--- config.mk ---
export PLATFORM = sky130hd
export DESIGN_NAME = cir_core
export DESIGN_NICKNAME = d
export VERILOG_FILES = /design/src/cir_pkg.sv /design/src/cir_core.sv /design/src/cir_edge_latch.sv /design/src/cir_sync3.sv
export SDC_FILE = /design/constraint.sdc
export NUM_CORES = 1
export LEC_CHECK = 0
export ABC_AREA = 1
export BUFFER_PORTS_ARGS = -buffer_cell sky130_fd_sc_hd__buf_2
export CAP_MARGIN = 20
export CORE_MARGIN = 2
export CORE_UTILIZATION = 35
export CTS_CLUSTER_DIAMETER = 80
export DETAILED_ROUTE_END_ITERATION = 6
export GPL_ROUTABILITY_DRIVEN = 0
export PLACE_DENSITY = 0.61
export SLEW_MARGIN = 20
export SYNTH_ARGS = -nofsm -noshare
export SYNTH_HDL_FRONTEND = slang
export SYNTH_SLANG_ARGS = --single-unit
--- constraint.sdc ---
create_clock -name clock -period 1.6 [get_ports clock]
set_clock_uncertainty 0.1 [all_clocks]
set_input_delay 0.32 -clock clock [delete_from_list [all_inputs] [get_ports clock]]
set_output_delay 0.32 -clock clock [all_outputs]
set_load 0.03 [all_outputs]
--- src/cir_pkg.sv ---
// Purpose: constants for the interrupt, test and reset input logic of the cpu
// Assumes: single 250 MHz clock, active low asynchronous core reset
// Notes:   rule summary follows
// Operation
// - maskable request is a level, sampled only in an instruction's last cycle
// - accepted maskable request runs an acknowledge, then vectors to handler
// - maskable request ignored while interrupt enable flag is clear
// - rising nmi edge raises a type 2 interrupt through the vector table
// - nmi low-to-high triggers; service starts after current instruction ends
// - interrupt enable flag never masks nmi
// - nmi synchronised to the clock before edge detection
// - wait instruction proceeds when test is low, else idles re-checking it
// - test input synchronised every clock before use
// - active reset abandons any operation at once
// - execution resumes from restart point after reset returns low
// - reset input synchronised to the clock before acting
package cir_pkg;
  // interrupt type numbers
  localparam logic [7:0] NMI_TYPE      = 8'h02;
  // minimum reset high time in clocks
  localparam int         RESET_MIN_CLK = 4;
  localparam logic [2:0] RESET_CNT_MAX = 3'h4;
  // reset values
  localparam logic       SYNC_RST_VAL  = 1'h0;
  localparam logic [2:0] CNT_RST_VAL   = 3'h0;
  localparam logic [7:0] VEC_RST_VAL   = 8'h00;

  // sequencer states, one-hot
  typedef enum logic [4:0] {
    CIR_RUN  = 5'h01,
    CIR_ACK  = 5'h02,
    CIR_VEC  = 5'h04,
    CIR_IDLE = 5'h08,
    CIR_RST  = 5'h10
  } cir_state_t;
endpackage

--- src/cir_core.sv ---
// Purpose: interrupt, test and reset input handling for the instruction sequencer
// Assumes: sequencer marks last cycle of each instruction and wait execution
// Notes:   reset pin is active high; rstn is the power-on core reset
`timescale 1ns/1ns
module cir_core (
  input  wire logic       clock,
  input  wire logic       rstn,
  input  wire logic       reset_pin,
  input  wire logic       maskable_irq_in,
  input  wire logic       nmi_in,
  input  wire logic       test_n_in,
  input  wire logic       if_flag,
  input  wire logic       instr_last,
  input  wire logic       wait_exec,
  input  wire logic       ack_done,
  input  wire logic       vec_done,
  output logic            ack_start,
  output logic            vec_start,
  output logic [7:0]      vec_type,
  output logic            nmi_taken,
  output logic            wait_idle,
  output logic            abort,
  output logic            restart,
  output logic            core_in_reset
);
  // ************************************************************
  // input synchronisers
  // ************************************************************
  logic nmi_s;
  logic test_n_s;
  logic reset_s;
  logic irq_hold_reg;
  logic nmi_pend;
  logic nmi_clear;
  logic [2:0] rst_cnt_reg;
  logic irq_take;
  logic nmi_take;
  cir_pkg::cir_state_t state_reg;
  cir_pkg::cir_state_t state_next;

  // nmi through three flops and a qualified output flop before edge detect
  cir_sync3 u_nmi_sync (
    .clock (clock),
    .rstn  (rstn),
    .din   (nmi_in),
    .dout  (nmi_s)
  );

  // test resynchronised on every rising clock edge
  cir_sync3 u_test_sync (
    .clock (clock),
    .rstn  (rstn),
    .din   (test_n_in),
    .dout  (test_n_s)
  );

  // reset pin is sampled, never used as an async clear
  cir_sync3 u_rst_sync (
    .clock (clock),
    .rstn  (rstn),
    .din   (reset_pin),
    .dout  (reset_s)
  );

  // ************************************************************
  // nmi edge latch
  // ************************************************************
  assign nmi_clear = nmi_take;

  cir_edge_latch u_nmi_edge (
    .clock   (clock),
    .rstn    (rstn),
    .level   (nmi_s),
    .clear   (nmi_clear),
    .pending (nmi_pend)
  );

  // ************************************************************
  // maskable request sampling
  // ************************************************************
  // level pin sampled once per instruction; short requests may be missed
  always_ff @(posedge clock or negedge rstn) begin
    if (!rstn) begin
      irq_hold_reg <= cir_pkg::SYNC_RST_VAL;
    end else if (instr_last) begin
      irq_hold_reg <= maskable_irq_in;
    end
  end

  // decisions at the instruction boundary; nmi wins over maskable
  assign nmi_take = (state_reg == cir_pkg::CIR_RUN) && instr_last && nmi_pend;
  assign irq_take = (state_reg == cir_pkg::CIR_RUN) && instr_last && !nmi_pend
                    && maskable_irq_in && if_flag;

  // ************************************************************
  // reset hold counter
  // ************************************************************
  // counts synchronised high clocks; the source must give at least four
  always_ff @(posedge clock or negedge rstn) begin
    if (!rstn) begin
      rst_cnt_reg <= cir_pkg::CNT_RST_VAL;
    end else if (!reset_s) begin
      rst_cnt_reg <= cir_pkg::CNT_RST_VAL;
    end else if (rst_cnt_reg != cir_pkg::RESET_CNT_MAX) begin
      rst_cnt_reg <= rst_cnt_reg + 3'h1;
    end
  end

  // ************************************************************
  // sequencer state
  // ************************************************************
  always_comb begin
    state_next = state_reg;
    case (state_reg)
      cir_pkg::CIR_RUN: begin
        if (nmi_take) begin
          state_next = cir_pkg::CIR_VEC;
        end else if (irq_take) begin
          state_next = cir_pkg::CIR_ACK;
        end else if (wait_exec && test_n_s) begin
          state_next = cir_pkg::CIR_IDLE;
        end
      end
      cir_pkg::CIR_ACK: begin
        if (ack_done) begin
          state_next = cir_pkg::CIR_VEC;
        end
      end
      cir_pkg::CIR_VEC: begin
        if (vec_done) begin
          state_next = cir_pkg::CIR_RUN;
        end
      end
      cir_pkg::CIR_IDLE: begin
        if (!test_n_s) begin
          state_next = cir_pkg::CIR_RUN;
        end
      end
      cir_pkg::CIR_RST: begin
        state_next = cir_pkg::CIR_RUN;
      end
      default: begin
        state_next = cir_pkg::CIR_RST;
      end
    endcase
    if (reset_s) begin
      state_next = cir_pkg::CIR_RST;
    end
  end

  always_ff @(posedge clock or negedge rstn) begin
    if (!rstn) begin
      state_reg <= cir_pkg::CIR_RST;
    end else begin
      state_reg <= state_next;
    end
  end

  // ************************************************************
  // registered outputs
  // ************************************************************
  // vector type captured when the service is chosen
  always_ff @(posedge clock or negedge rstn) begin
    if (!rstn) begin
      vec_type <= cir_pkg::VEC_RST_VAL;
    end else if (nmi_take) begin
      vec_type <= cir_pkg::NMI_TYPE;
    end else if (irq_take) begin
      vec_type <= cir_pkg::VEC_RST_VAL;
    end
  end

  // one-cycle pulses and levels from the state
  always_ff @(posedge clock or negedge rstn) begin
    if (!rstn) begin
      ack_start     <= 1'h0;
      vec_start     <= 1'h0;
      nmi_taken     <= 1'h0;
      abort         <= 1'h0;
      restart       <= 1'h0;
      wait_idle     <= 1'h0;
      core_in_reset <= 1'h1;
    end else begin
      ack_start     <= irq_take && !reset_s;
      vec_start     <= (nmi_take || (state_reg == cir_pkg::CIR_ACK && ack_done)) && !reset_s;
      nmi_taken     <= nmi_take && !reset_s;
      abort         <= reset_s && (state_reg != cir_pkg::CIR_RST);
      restart       <= (state_reg == cir_pkg::CIR_RST) && !reset_s;
      wait_idle     <= (state_next == cir_pkg::CIR_IDLE);
      core_in_reset <= (state_next == cir_pkg::CIR_RST);
    end
  end

  // ************************************************************
  // checks
  // ************************************************************
  logic irq_acc_d;
  always_ff @(posedge clock or negedge rstn) begin
    if (!rstn) begin
      irq_acc_d <= 1'h0;
    end else begin
      irq_acc_d <= irq_take;
    end
  end

  irq_at_boundary_a: assert property (@(posedge clock) disable iff (!rstn)
    ack_start |-> $past(instr_last))
    else $error("ack started outside an instruction boundary");
  irq_ack_start_a: assert property (@(posedge clock) disable iff (!rstn)
    irq_acc_d && !$past(reset_s) |-> ack_start)
    else $error("accepted request gave no acknowledge");
  // the level latched at the last boundary must back every acknowledge
  irq_level_a: assert property (@(posedge clock) disable iff (!rstn)
    ack_start |-> irq_hold_reg)
    else $error("acknowledge without a request at the boundary");
  nmi_boundary_a: assert property (@(posedge clock) disable iff (!rstn)
    nmi_taken |-> $past(instr_last))
    else $error("nmi taken outside an instruction boundary");
  irq_masked_a: assert property (@(posedge clock) disable iff (!rstn)
    ack_start |-> $past(if_flag))
    else $error("acknowledge while enable flag clear");
  nmi_type_a: assert property (@(posedge clock) disable iff (!rstn)
    nmi_taken |-> vec_type == cir_pkg::NMI_TYPE && vec_start)
    else $error("nmi did not vector as type 2");
  nmi_edge_delay_a: assert property (@(posedge clock) disable iff (!rstn)
    $rose(nmi_s) |-> $past(nmi_in, 3))
    else $error("nmi edge seen before synchroniser");
  nmi_unmasked_a: assert property (@(posedge clock) disable iff (!rstn)
    state_reg == cir_pkg::CIR_RUN && instr_last && nmi_pend && !reset_s
    |=> nmi_taken)
    else $error("pending nmi not serviced at boundary");
  nmi_held_a: assert property (@(posedge clock) disable iff (!rstn)
    nmi_pend && !nmi_take |=> nmi_pend)
    else $error("pending nmi lost");
  wait_release_a: assert property (@(posedge clock) disable iff (!rstn)
    state_reg == cir_pkg::CIR_IDLE && !test_n_s && !reset_s
    |=> state_reg == cir_pkg::CIR_RUN)
    else $error("idle not left when test went low");
  wait_enter_a: assert property (@(posedge clock) disable iff (!rstn)
    state_reg == cir_pkg::CIR_RUN && wait_exec && test_n_s && !instr_last && !reset_s
    |=> wait_idle)
    else $error("wait with test high did not idle");
  // counter saturates only if the source kept reset high long enough
  reset_hold_a: assert property (@(posedge clock) disable iff (!rstn)
    $fell(reset_s) |-> rst_cnt_reg == cir_pkg::RESET_CNT_MAX)
    else $error("reset released before the minimum hold");
  reset_abort_a: assert property (@(posedge clock) disable iff (!rstn)
    reset_s |=> state_reg == cir_pkg::CIR_RST ##0 core_in_reset)
    else $error("reset did not abandon operation");
  reset_resume_a: assert property (@(posedge clock) disable iff (!rstn)
    rstn && state_reg == cir_pkg::CIR_RST && !reset_s
    |=> state_reg == cir_pkg::CIR_RUN && restart)
    else $error("no restart after reset release");

  irq_service_c: cover property (@(posedge clock) disable iff (!rstn)
    ack_start ##[1:20] vec_start);
  nmi_service_c: cover property (@(posedge clock) disable iff (!rstn) nmi_taken);
  wait_idle_c: cover property (@(posedge clock) disable iff (!rstn)
    wait_idle ##1 !wait_idle);
  reset_cycle_c: cover property (@(posedge clock) disable iff (!rstn)
    abort ##[1:20] restart);
endmodule

--- src/cir_edge_latch.sv ---
// Purpose: rising edge detector with sticky pending flag
// Assumes: input already synchronised to clock
// Notes:   a new edge in the clearing cycle wins over the clear
`timescale 1ns/1ns
module cir_edge_latch (
  input  wire logic clock,
  input  wire logic rstn,
  input  wire logic level,
  input  wire logic clear,
  output logic      pending
);
  logic prev_reg;
  logic rise;

  // previous level for edge detection
  always_ff @(posedge clock or negedge rstn) begin
    if (!rstn) begin
      prev_reg <= cir_pkg::SYNC_RST_VAL;
    end else begin
      prev_reg <= level;
    end
  end

  assign rise = level & ~prev_reg;

  // sticky flag so a short pulse is never lost
  always_ff @(posedge clock or negedge rstn) begin
    if (!rstn) begin
      pending <= 1'h0;
    end else if (rise) begin
      pending <= 1'h1;
    end else if (clear) begin
      pending <= 1'h0;
    end
  end
endmodule

--- src/cir_sync3.sv ---
// Purpose: three-flop synchroniser with change qualification
// Assumes: input is asynchronous to clock
// Notes:   output changes only once stages two and three agree
`timescale 1ns/1ns
module cir_sync3 (
  input  wire logic clock,
  input  wire logic rstn,
  input  wire logic din,
  output logic      dout
);
  logic s1_reg;
  logic s2_reg;
  logic s3_reg;

  // stage one feeds only stage two, so metastability never reaches logic
  always_ff @(posedge clock or negedge rstn) begin
    if (!rstn) begin
      s1_reg <= cir_pkg::SYNC_RST_VAL;
      s2_reg <= cir_pkg::SYNC_RST_VAL;
      s3_reg <= cir_pkg::SYNC_RST_VAL;
    end else begin
      s1_reg <= din;
      s2_reg <= s1_reg;
      s3_reg <= s2_reg;
    end
  end

  // qualified output, held until two and three agree
  always_ff @(posedge clock or negedge rstn) begin
    if (!rstn) begin
      dout <= cir_pkg::SYNC_RST_VAL;
    end else if (s2_reg == s3_reg) begin
      dout <= s3_reg;
    end
  end
endmodule
==> impl_metrics.tcl, run 1 <==
set metrics [dict create \
    drive_gt1_frac 0.281 \
    ys_seq_area_frac 0.632 \
    tritoncts "done" \
    slew_headroom 0.617 \
    hold_viol 0 \
    wl_met2_um 841 \
    overflow 0 \
    crit_family "flip-flops" \
    die_h_um 59.4 \
    crit_required_ns 1.18 \
    io_pins 26 \
    synth_compound_area_frac 0.0548 \
    synth.most_common_cell "dfrtp_1" \
    power_density_nw_per_um2 1240 \
    startpoint_type "flip-flop" \
    remaining_drc_errors 0 \
    drv_slew 0 \
    synthTopCellsByArea "dfrtp_1 58%, buf_4 4.9%, dfstp_2 4.9%" \
    largest_reg_flops 5 \
    period_share 0.917 \
    setup_viol 0 \
    syn-instance-count 97 \
    cts.repair.resized 0 \
    placed_cell_area_sq_um 1170 \
    routed_wirelength_mm 1.75 \
    path_clk_slew_ns 0.15 \
    period_needed_ns 1.47 \
    synth_largest_area_cell "dfrtp_1" \
    p_leak_uw 0.000612 \
    placementRows 20 \
    synth_seq_cells 27 \
    critPathKind "reg2out" \
    endpoint_kind "output pin" \
    fin_ws_ns 0.132 \
    fin_setup_tns_ns 0 \
    cap_viol_max_count 0 \
    critPathMaxStageDelay_ns 0.54 \
    detail-route-antenna-nets 0 \
    vias 707 \
    synth_cell_types 22 \
    synth-xor-area-share 0 \
    multi_input_area_sq_um 324 \
    drtIter0Drc 14 \
    dieArea_sq_um 3530 \
    io_buffers 18 \
    grt_usage 0.112 \
    hp-class "in2reg" \
    worstMarginPinSlew_ns 0.574 \
    drt-vias-per-instance 4.59 \
    r2r_slack_ns 0.16 \
    outcome "completed" \
    crit_cells 1 \
    cts_setup_buffers 0 \
    h-tree-depth 1 \
    die_w_um 59.4 \
    synthAdderAreaFrac 0.0280 \
    dp_hpwl_mm 1.29 \
    reg2regPathDepth 7 \
    grt_pass1_wl_mm 2.98 \
    antenna_found_initial 0 \
    worstSetupStartpoint "core_in_reset$_DFF_PN1_" \
    cts.sinks 27 \
    arrival_ns 1.05 \
    cts.path.max_buffers 2 \
    path_max_fanout 1 \
    coreArea_sq_um 2980 \
    synth_edf_count 0 \
    cts_root_buf "clkbuf_4" \
    reg2reg_to "state_reg[2]$_DFF_PN0_" \
    synth_top_area_frac 0.583 \
    fin_nets 133 \
    synthTopCellsByCount "25 x dfrtp_1, 12 x nor2_1, 9 x inv_1, 9 x nand2_1, 7 x buf_4" \
    worstSetupEndpoint "core_in_reset" \
    first_pass_iters 4 \
    met3_length_um 86 \
    avgSynthCellArea_sq_um 11.1 \
    synth_mux_area_frac 0 \
    final-seq-area_sq_um 678 \
    synth-simple-area-share 0.195 \
    rsz0062_at_grt "false" \
    top_layer_used "met4" \
    r2r-start "state_reg[4]$_DFF_PN1_" \
    grt_start_max_net_pins 28 \
    max_freq_ghz 0.681 \
    synthFlopType "dfrtp_1" \
    ys_warn_count 0 \
    finalNonFillerCells 154 \
    dp_worst_setup_slack_ns 0.197 \
    path_cells "buf_2" \
    initial_core_util 0.361 \
    diodes 0 \
    clock_latency_ns 0.32 \
    dpl.cell_count 146 \
    cp_slowest_cell "dfstp_2" \
    wl_per_cell_um 11.3 \
    cp_num_buf_inv 1 \
    synth_top_family_by_area "simple AND/OR/NAND/NOR gates" \
    fill_cells 304 \
    postLayoutCellArea_sq_um 1240 \
    synthArstFlopShare 1.00 \
    synth_area_sq_um 1070 \
    vdd_drop_max_mv 0.530 \
    cts_buffers 3 \
    hold_buffers 4 \
    grt_pass1_vias 685 \
    drt-met1-wl_um 793 \
    area_delta_synth_final_pct 15.6 \
]
cell type report:
cell class | count | share of cell area
sequential | 27 | 0.546
multi-input combinational | 58 | 0.261
timing repair buffer | 22 | 0.105
tap | 33 | 0.0333
inverter | 10 | 0.0302
clock buffer | 3 | 0.0181
clock inverter | 1 | 0.00605
through the flow:
step	hold slack [ns]	total power, uW	utilization
after floorplan	-0.0756	1150	-
after global placement	0.232	1240	0.393
after detailed placement	0.236	1240	0.393
after CTS	0.137	1560	0.417
after global routing	0.141	1630	0.417
final	0.151	1530	0.417
worst min path at each step:
stage,startpoint,endpoint,cells after the start
final,ack_done,state_reg[1]$_DFF_PN0_,3
after global routing,ack_done,state_reg[1]$_DFF_PN0_,3
after CTS,ack_done,state_reg[1]$_DFF_PN0_,3
after detailed placement,u_rst_sync.s1_reg$_DFF_PN0_,u_rst_sync.s2_reg$_DFF_PN0_,0
after global placement,u_rst_sync.s1_reg$_DFF_PN0_,u_rst_sync.s2_reg$_DFF_PN0_,0
after floorplan,rstn,abort$_DFF_PN0_,0
cell families after synthesis:
logic type,count (synthesis)
compound gates,9
flops,27
fa+ha+maj,3
other cells,1
simple gates,39
buf+inv,18
where the power goes:
group / switching (uW) / leakage, uW / internal, uW
clock: 204 / 0.0000139 / 95.6
combinational: 273 / 0.000270 / 118
sequential: 61.3 / 0.000328 / 782
total: 538 / 0.000612 / 995
metal layers:
metal | GRT usage | vias to the layer above
met5 | 0 | -
met4 | 0.0390 | 0
met3 | 0.0197 | 2
met2 | 0.192 | 22
met1 | 0.143 | 337
li1 | - | 346
cell usage in the layout (no fill, tap or decap), types with 4 or more instances in the layout:
| master | n |
|---|---|
| nand3_1 | 5 |
| dlygate4sd3_1 | 4 |
| inv_1 | 9 |
| nand4_1 | 4 |
| nand2_1 | 9 |
| nor2_1 | 12 |
| a21oi_1 | 4 |
| conb_1 | 7 |
| dfrtp_1 | 25 |
| buf_2 | 18 |
Power figures use the tool's default switching activity.
==> inputs of run 2 (changes only) <==
--- a/config.mk
+++ b/config.mk
@@ -5,7 +5,6 @@
 export SDC_FILE = /design/constraint.sdc
 export NUM_CORES = 1
 export LEC_CHECK = 0
-export ABC_AREA = 1
 export BUFFER_PORTS_ARGS = -buffer_cell sky130_fd_sc_hd__buf_2
 export CAP_MARGIN = 20
 export CORE_MARGIN = 2
==> constraint.sdc (replaced) <==
create_clock -name clock -period 1.9 [get_ports clock]
set_clock_uncertainty 0.1 [all_clocks]
set_input_delay 0.38 -clock clock [delete_from_list [all_inputs] [get_ports clock]]
set_output_delay 0.38 -clock clock [all_outputs]
set_load 0.03 [all_outputs]
==> impl_metrics.tcl, run 2 <==
set metrics [dict create \
    outcome "completed" \
    hp-class "in2reg" \
    first_pass_iters 4 \
    cts.path.max_buffers 2 \
    path_clk_slew_ns 0.13 \
    slew_headroom 0.617 \
    drtIter0Drc 39 \
    largest_reg_flops 5 \
    grt_start_max_net_pins 28 \
    initial_core_util 0.366 \
    synth_area_sq_um 1110 \
    remaining_drc_errors 0 \
    synth_largest_area_cell "dfrtp_1" \
    final_common_cell "dfrtp_1" \
    crit_family "simple AND/OR/NAND/NOR gates" \
    synth_edf_count 0 \
    r2r_slack_ns 0.31 \
    synth.most_common_cell "dfrtp_1" \
    endpoint_kind "flip-flop" \
    hold_viol 0 \
    io_buffers 18 \
    fin_setup_tns_ns 0 \
    vias 702 \
    path_max_fanout 10 \
    placed_cell_area_sq_um 1210 \
    synth_cell_types 35 \
    synth_top_area_frac 0.565 \
    io_pins 26 \
    worstSetupEndpoint "wait_idle$_DFF_PN0_" \
    synth_seq_cells 27 \
    diodes 0 \
    fin_ws_ns 0.308 \
    dp_hpwl_mm 1.31 \
    drive_gt1_frac 0.284 \
    die_h_um 60.2 \
    dieArea_sq_um 3630 \
    dp_worst_setup_slack_ns 0.325 \
    internal-power_uw 905 \
    die_w_um 60.2 \
    path_cells "nor3_2 -> nand3b_1 -> a31o_4 -> nor3b_2" \
    drv_slew 0 \
    max_freq_ghz 0.628 \
    overflow 0 \
    ys_seq_area_frac 0.612 \
    r2r-start "state_reg[2]$_DFF_PN0_" \
    detail-route-antenna-nets 0 \
    grt_pass1_vias 742 \
    mostFrequentLayoutCells "25 x dfrtp_1, 18 x buf_2, 7 x conb_1" \
    setup_viol 0 \
    syn-instance-count 89 \
    synthArstFlopShare 1.00 \
    power_density_nw_per_um2 1110 \
    routed_wirelength_mm 1.75 \
    cts_root_buf "clkbuf_4" \
    avgSynthCellArea_sq_um 12.4 \
    ys_warn_count 0 \
    cp_slowest_cell "dfrtp_1" \
    grt_usage 0.118 \
    tritoncts "done" \
    area_delta_synth_final_pct 12.3 \
    cap_viol_max_count 0 \
    worstMarginPinSlew_ns 0.575 \
    vdd_drop_max_mv 0.304 \
    reg2regPathDepth 4 \
    reg2reg_to "wait_idle$_DFF_PN0_" \
    pwr-share-comb 0.300 \
    drt-vias-per-instance 4.59 \
    coreArea_sq_um 3030 \
    power.switching_uw 474 \
    arrival_ns 1.73 \
    power.share.clock 0.167 \
    synthTopCellsByArea "dfrtp_1 56%, buf_4 4.7%, dfstp_2 4.7%" \
    worstSetupStartpoint "state_reg[2]$_DFF_PN0_" \
    cts.sinks 27 \
    crit_cells 4 \
    fin_nets 121 \
    antenna_found_initial 0 \
    synthTopCellsByCount "25 x dfrtp_1, 7 x buf_4, 5 x nand2_1, 5 x nor2_1" \
    swShare 0.344 \
    critPathKind "reg2reg" \
    power_frac_seq 0.533 \
    period_share 0.838 \
    critPathMaxStageDelay_ns 0.52 \
    h-tree-depth 1 \
    wl_per_cell_um 11.4 \
    placementRows 20 \
    p_leak_uw 0.000552 \
    rsz0062_at_grt "false" \
    cp_num_buf_inv 0 \
    grt_pass1_wl_mm 3.11 \
    crit_required_ns 2.04 \
    startpoint_type "flip-flop" \
    cts_buffers 3 \
    clock_latency_ns 0.31 \
    synthFlopType "dfrtp_1" \
    postLayoutCellArea_sq_um 1240 \
    period_needed_ns 1.59 \
]
[run 2: repair_timing]
action / in CTS / in global routing
gates resized for setup: 0 / 0
hold endpoints to repair: 25 / 0
hold buffers: 1 / 0
buffers inserted: 0 / 0
[run 2: per-layer routing]
layer | track usage | vias to the layer above | wire length (um)
met2 | 0.207 | 16 | 895
met3 | 0.0260 | 2 | 81
met4 | 0.0698 | 0 | 18
li1 | - | 337 | -
met1 | 0.130 | 347 | 752
met5 | 0 | - | 0
[run 2: cell families (layout without fill, tap and decap cells)]
group	count (synthesis)	after routing	synth area share
and+or+nand+nor	34	34	0.192
adders and majority gates	3	3	0.0271
DFF	27	27	0.612
buffers and inverters	10	24	0.0644
AOI/OAI and AO/OA	14	14	0.101
other	1	7	0.00339
[run 2: metrics by stage]
| step | utilization | total power (uW) | std cells | hold slack (ns) |
|---|---|---|---|---|
| 2_1_floorplan | - | 1060 | 95 | -0.0156 |
| 5_1_grt | 0.411 | 1480 | 153 | 0.0247 |
| 6_report | 0.411 | 1380 | 153 | 0.0658 |
| 3_5_place_dp | 0.399 | 1160 | 148 | 0.236 |
| 4_1_cts | 0.411 | 1400 | 153 | 0.0480 |
| 3_3_place_gp | 0.399 | 1150 | 148 | 0.233 |
[run 2: power groups by stage]
stage | clock network [uW] | logic [uW] | registers [uW]
after global routing | 277 | 456 | 750
after CTS | 248 | 417 | 735
after detailed placement | 0 | 415 | 746
after global placement | 0 | 407 | 744
after floorplan | 0 | 256 | 807
final | 230 | 414 | 735
[run 2: final cells by class]
cell class,instances,area (sq um)
inverter,1,3.75
timing repair buffer,19,100
clock buffer,4,26.3
multi-input combinational,58,380
sequential,27,678
fill,296,1780
tap,44,55.1
[run 2: worst min-delay path by stage]
stage	start	end	slack [ns]	depth (start not counted)
after global placement	u_rst_sync.s1_reg$_DFF_PN0_	u_rst_sync.s2_reg$_DFF_PN0_	0.23	0
after detailed placement	u_nmi_sync.s1_reg$_DFF_PN0_	u_nmi_sync.s2_reg$_DFF_PN0_	0.24	0
after CTS	test_n_in	u_test_sync.s1_reg$_DFF_PN0_	0.05	1
after global routing	nmi_in	u_nmi_sync.s1_reg$_DFF_PN0_	0.02	1
after floorplan	rstn	abort$_DFF_PN0_	-0.02	0
final	test_n_in	u_test_sync.s1_reg$_DFF_PN0_	0.07	1
==> inputs of run 3 (changes only) <==
==> constraint.sdc (replaced) <==
create_clock -name clock -period 1.55 [get_ports clock]
set_clock_uncertainty 0.1 [all_clocks]
set_input_delay 0.31 -clock clock [delete_from_list [all_inputs] [get_ports clock]]
set_output_delay 0.31 -clock clock [all_outputs]
set_load 0.03 [all_outputs]
==> impl_metrics.tcl, run 3 (synthesis gave the netlist of run 2 again) <==
set metrics [dict create \
    hold_path_end "state_reg[2]$_DFF_PN0_" \
    outcome "completed" \
    rsz0062_at_grt "true" \
    hold_viol 0 \
    cts_buffers 3 \
    hp-class "in2reg" \
    grt_usage 0.125 \
    tritoncts "done" \
    cts.sinks 27 \
    area_delta_synth_final_pct 22.6 \
    path_max_fanout 7 \
    first_pass_iters 4 \
    utilization 0.448 \
    path_clk_slew_ns 0.13 \
    r2r-start "state_reg[3]$_DFF_PN0_" \
    startpoint_type "flip-flop" \
    grt_pass1_vias 693 \
    grt_pass1_wl_mm 3.18 \
    io_pins 26 \
    worstMarginPinSlew_ns 0.574 \
    critPathKind "reg2reg" \
    min_from "vec_done" \
    coreArea_sq_um 3030 \
    remaining_drc_errors 0 \
    wl_per_cell_um 11.9 \
    dp_hpwl_mm 1.33 \
    routed_wirelength_mm 1.90 \
    max_freq_ghz 0.650 \
    fin_nets 128 \
    p_leak_uw 0.000591 \
    power_density_nw_per_um2 1330 \
    setup_viol 0 \
    drt-vias-per-instance 4.62 \
    mostFrequentLayoutCells "21 x dfrtp_1, 18 x buf_2, 7 x conb_1" \
    crit_required_ns 1.70 \
    vdd_drop_max_mv 0.441 \
    largest_reg_flops 5 \
    r2r_slack_ns 0.01 \
    detail-route-antenna-nets 0 \
    endpoint_kind "flip-flop" \
    dieArea_sq_um 3630 \
    placementRows 20 \
    die_h_um 60.2 \
    cts.path.max_buffers 2 \
    cap_viol_max_count 0 \
    overflow 0 \
    cts_root_buf "clkbuf_4" \
    reg2reg_to "wait_idle$_DFF_PN0_" \
    drtIter0Drc 23 \
    antenna_found_initial 0 \
    diodes 0 \
    total_power_uw 1810 \
    die_w_um 60.2 \
    slew_headroom 0.618 \
    vias 739 \
    grt_start_max_net_pins 28 \
    io_buffers 18 \
    drive_gt1_frac 0.388 \
    period_share 0.993 \
    initial_core_util 0.366 \
    min_path_cells 3 \
    final_common_cell "dfrtp_1" \
    arrival_ns 1.69 \
    period_needed_ns 1.54 \
    h-tree-depth 1 \
    drv_slew 0 \
    clock_latency_ns 0.32 \
    reg2regPathDepth 4 \
]
[run 3: changes by cell type in the layout (fill, tap and decap cells not counted), sizes merged]
cell | before | now
dlygate4sd3 | 1 | 4
buf | 18 | 22
[run 3: routing by layer]
metal,global-route usage,up-vias,routed length (um)
met5,0,-,0
met4,0.0571,0,46
met3,0.0455,7,89
met2,0.213,19,999
met1,0.138,357,766
li1,-,356,-
[run 3: metrics by stage]
step	instances	setup TNS (ns)	instance area [sq um]	worst slack (ns)	hold slack [ns]
2_1_floorplan	95	0	1130	0.126	-0.0856
3_3_place_gp	149	0	1210	0.0271	0.233
3_5_place_dp	149	0	1210	0.00564	0.236
4_1_cts	157	0	1290	0.00105	0.153
5_1_grt	160	-0.260	1360	-0.0519	0.163
6_report	160	0	1360	0.0104	0.158
[run 3: worst max path at each step]
stage,from,endpoint,slack [ns],depth (start not counted)
5_1_grt,state_reg[3]$_DFF_PN0_,wait_idle$_DFF_PN0_,-0.05,4
3_5_place_dp,state_reg[0]$_DFF_PN0_,state_reg[2]$_DFF_PN0_,0.006,4
3_3_place_gp,state_reg[2]$_DFF_PN0_,state_reg[1]$_DFF_PN0_,0.03,4
4_1_cts,state_reg[1]$_DFF_PN0_,state_reg[2]$_DFF_PN0_,0.001,4
2_1_floorplan,state_reg[2]$_DFF_PN0_,vec_type[1]$_DFFE_PN0P_,0.13,5
6_report,state_reg[3]$_DFF_PN0_,wait_idle$_DFF_PN0_,0.01,4
[run 3: area by class of cell]
cell class                 instances  area, sq um
clock buffer                       4         26.3
fill                             285         1670
inverter                           1         3.75
multi-input combinational         58          429
sequential                        27          683
tap                               44         55.1
timing repair buffer              26          160
[run 3: power breakdown]
| part | internal [uW] | switching (uW) |
|---|---|---|
| combinational | 245 | 357 |
| clock | 101 | 186 |
| sequential | 821 | 95.1 |
| total | 1170 | 639 |
[run 3: critical path, cell delays in order (launching register included)]
cell	delay [ns]
dfrtp_2	0.48
or3_4	0.44
nor2_4	0.12
a31oi_1	0.13
nor3b_2	0.20
[run 3: repair_timing]
| item | CTS | global route |
|---|---|---|
| setup endpoints to repair | 5 | 8 |
| gates resized for setup | 3 | 11 |
| buffers inserted | 0 | 3 |
| endpoints found under the hold margin | 28 | 0 |
| pin swaps | 0 | 5 |
| hold buffers | 4 | 0 |
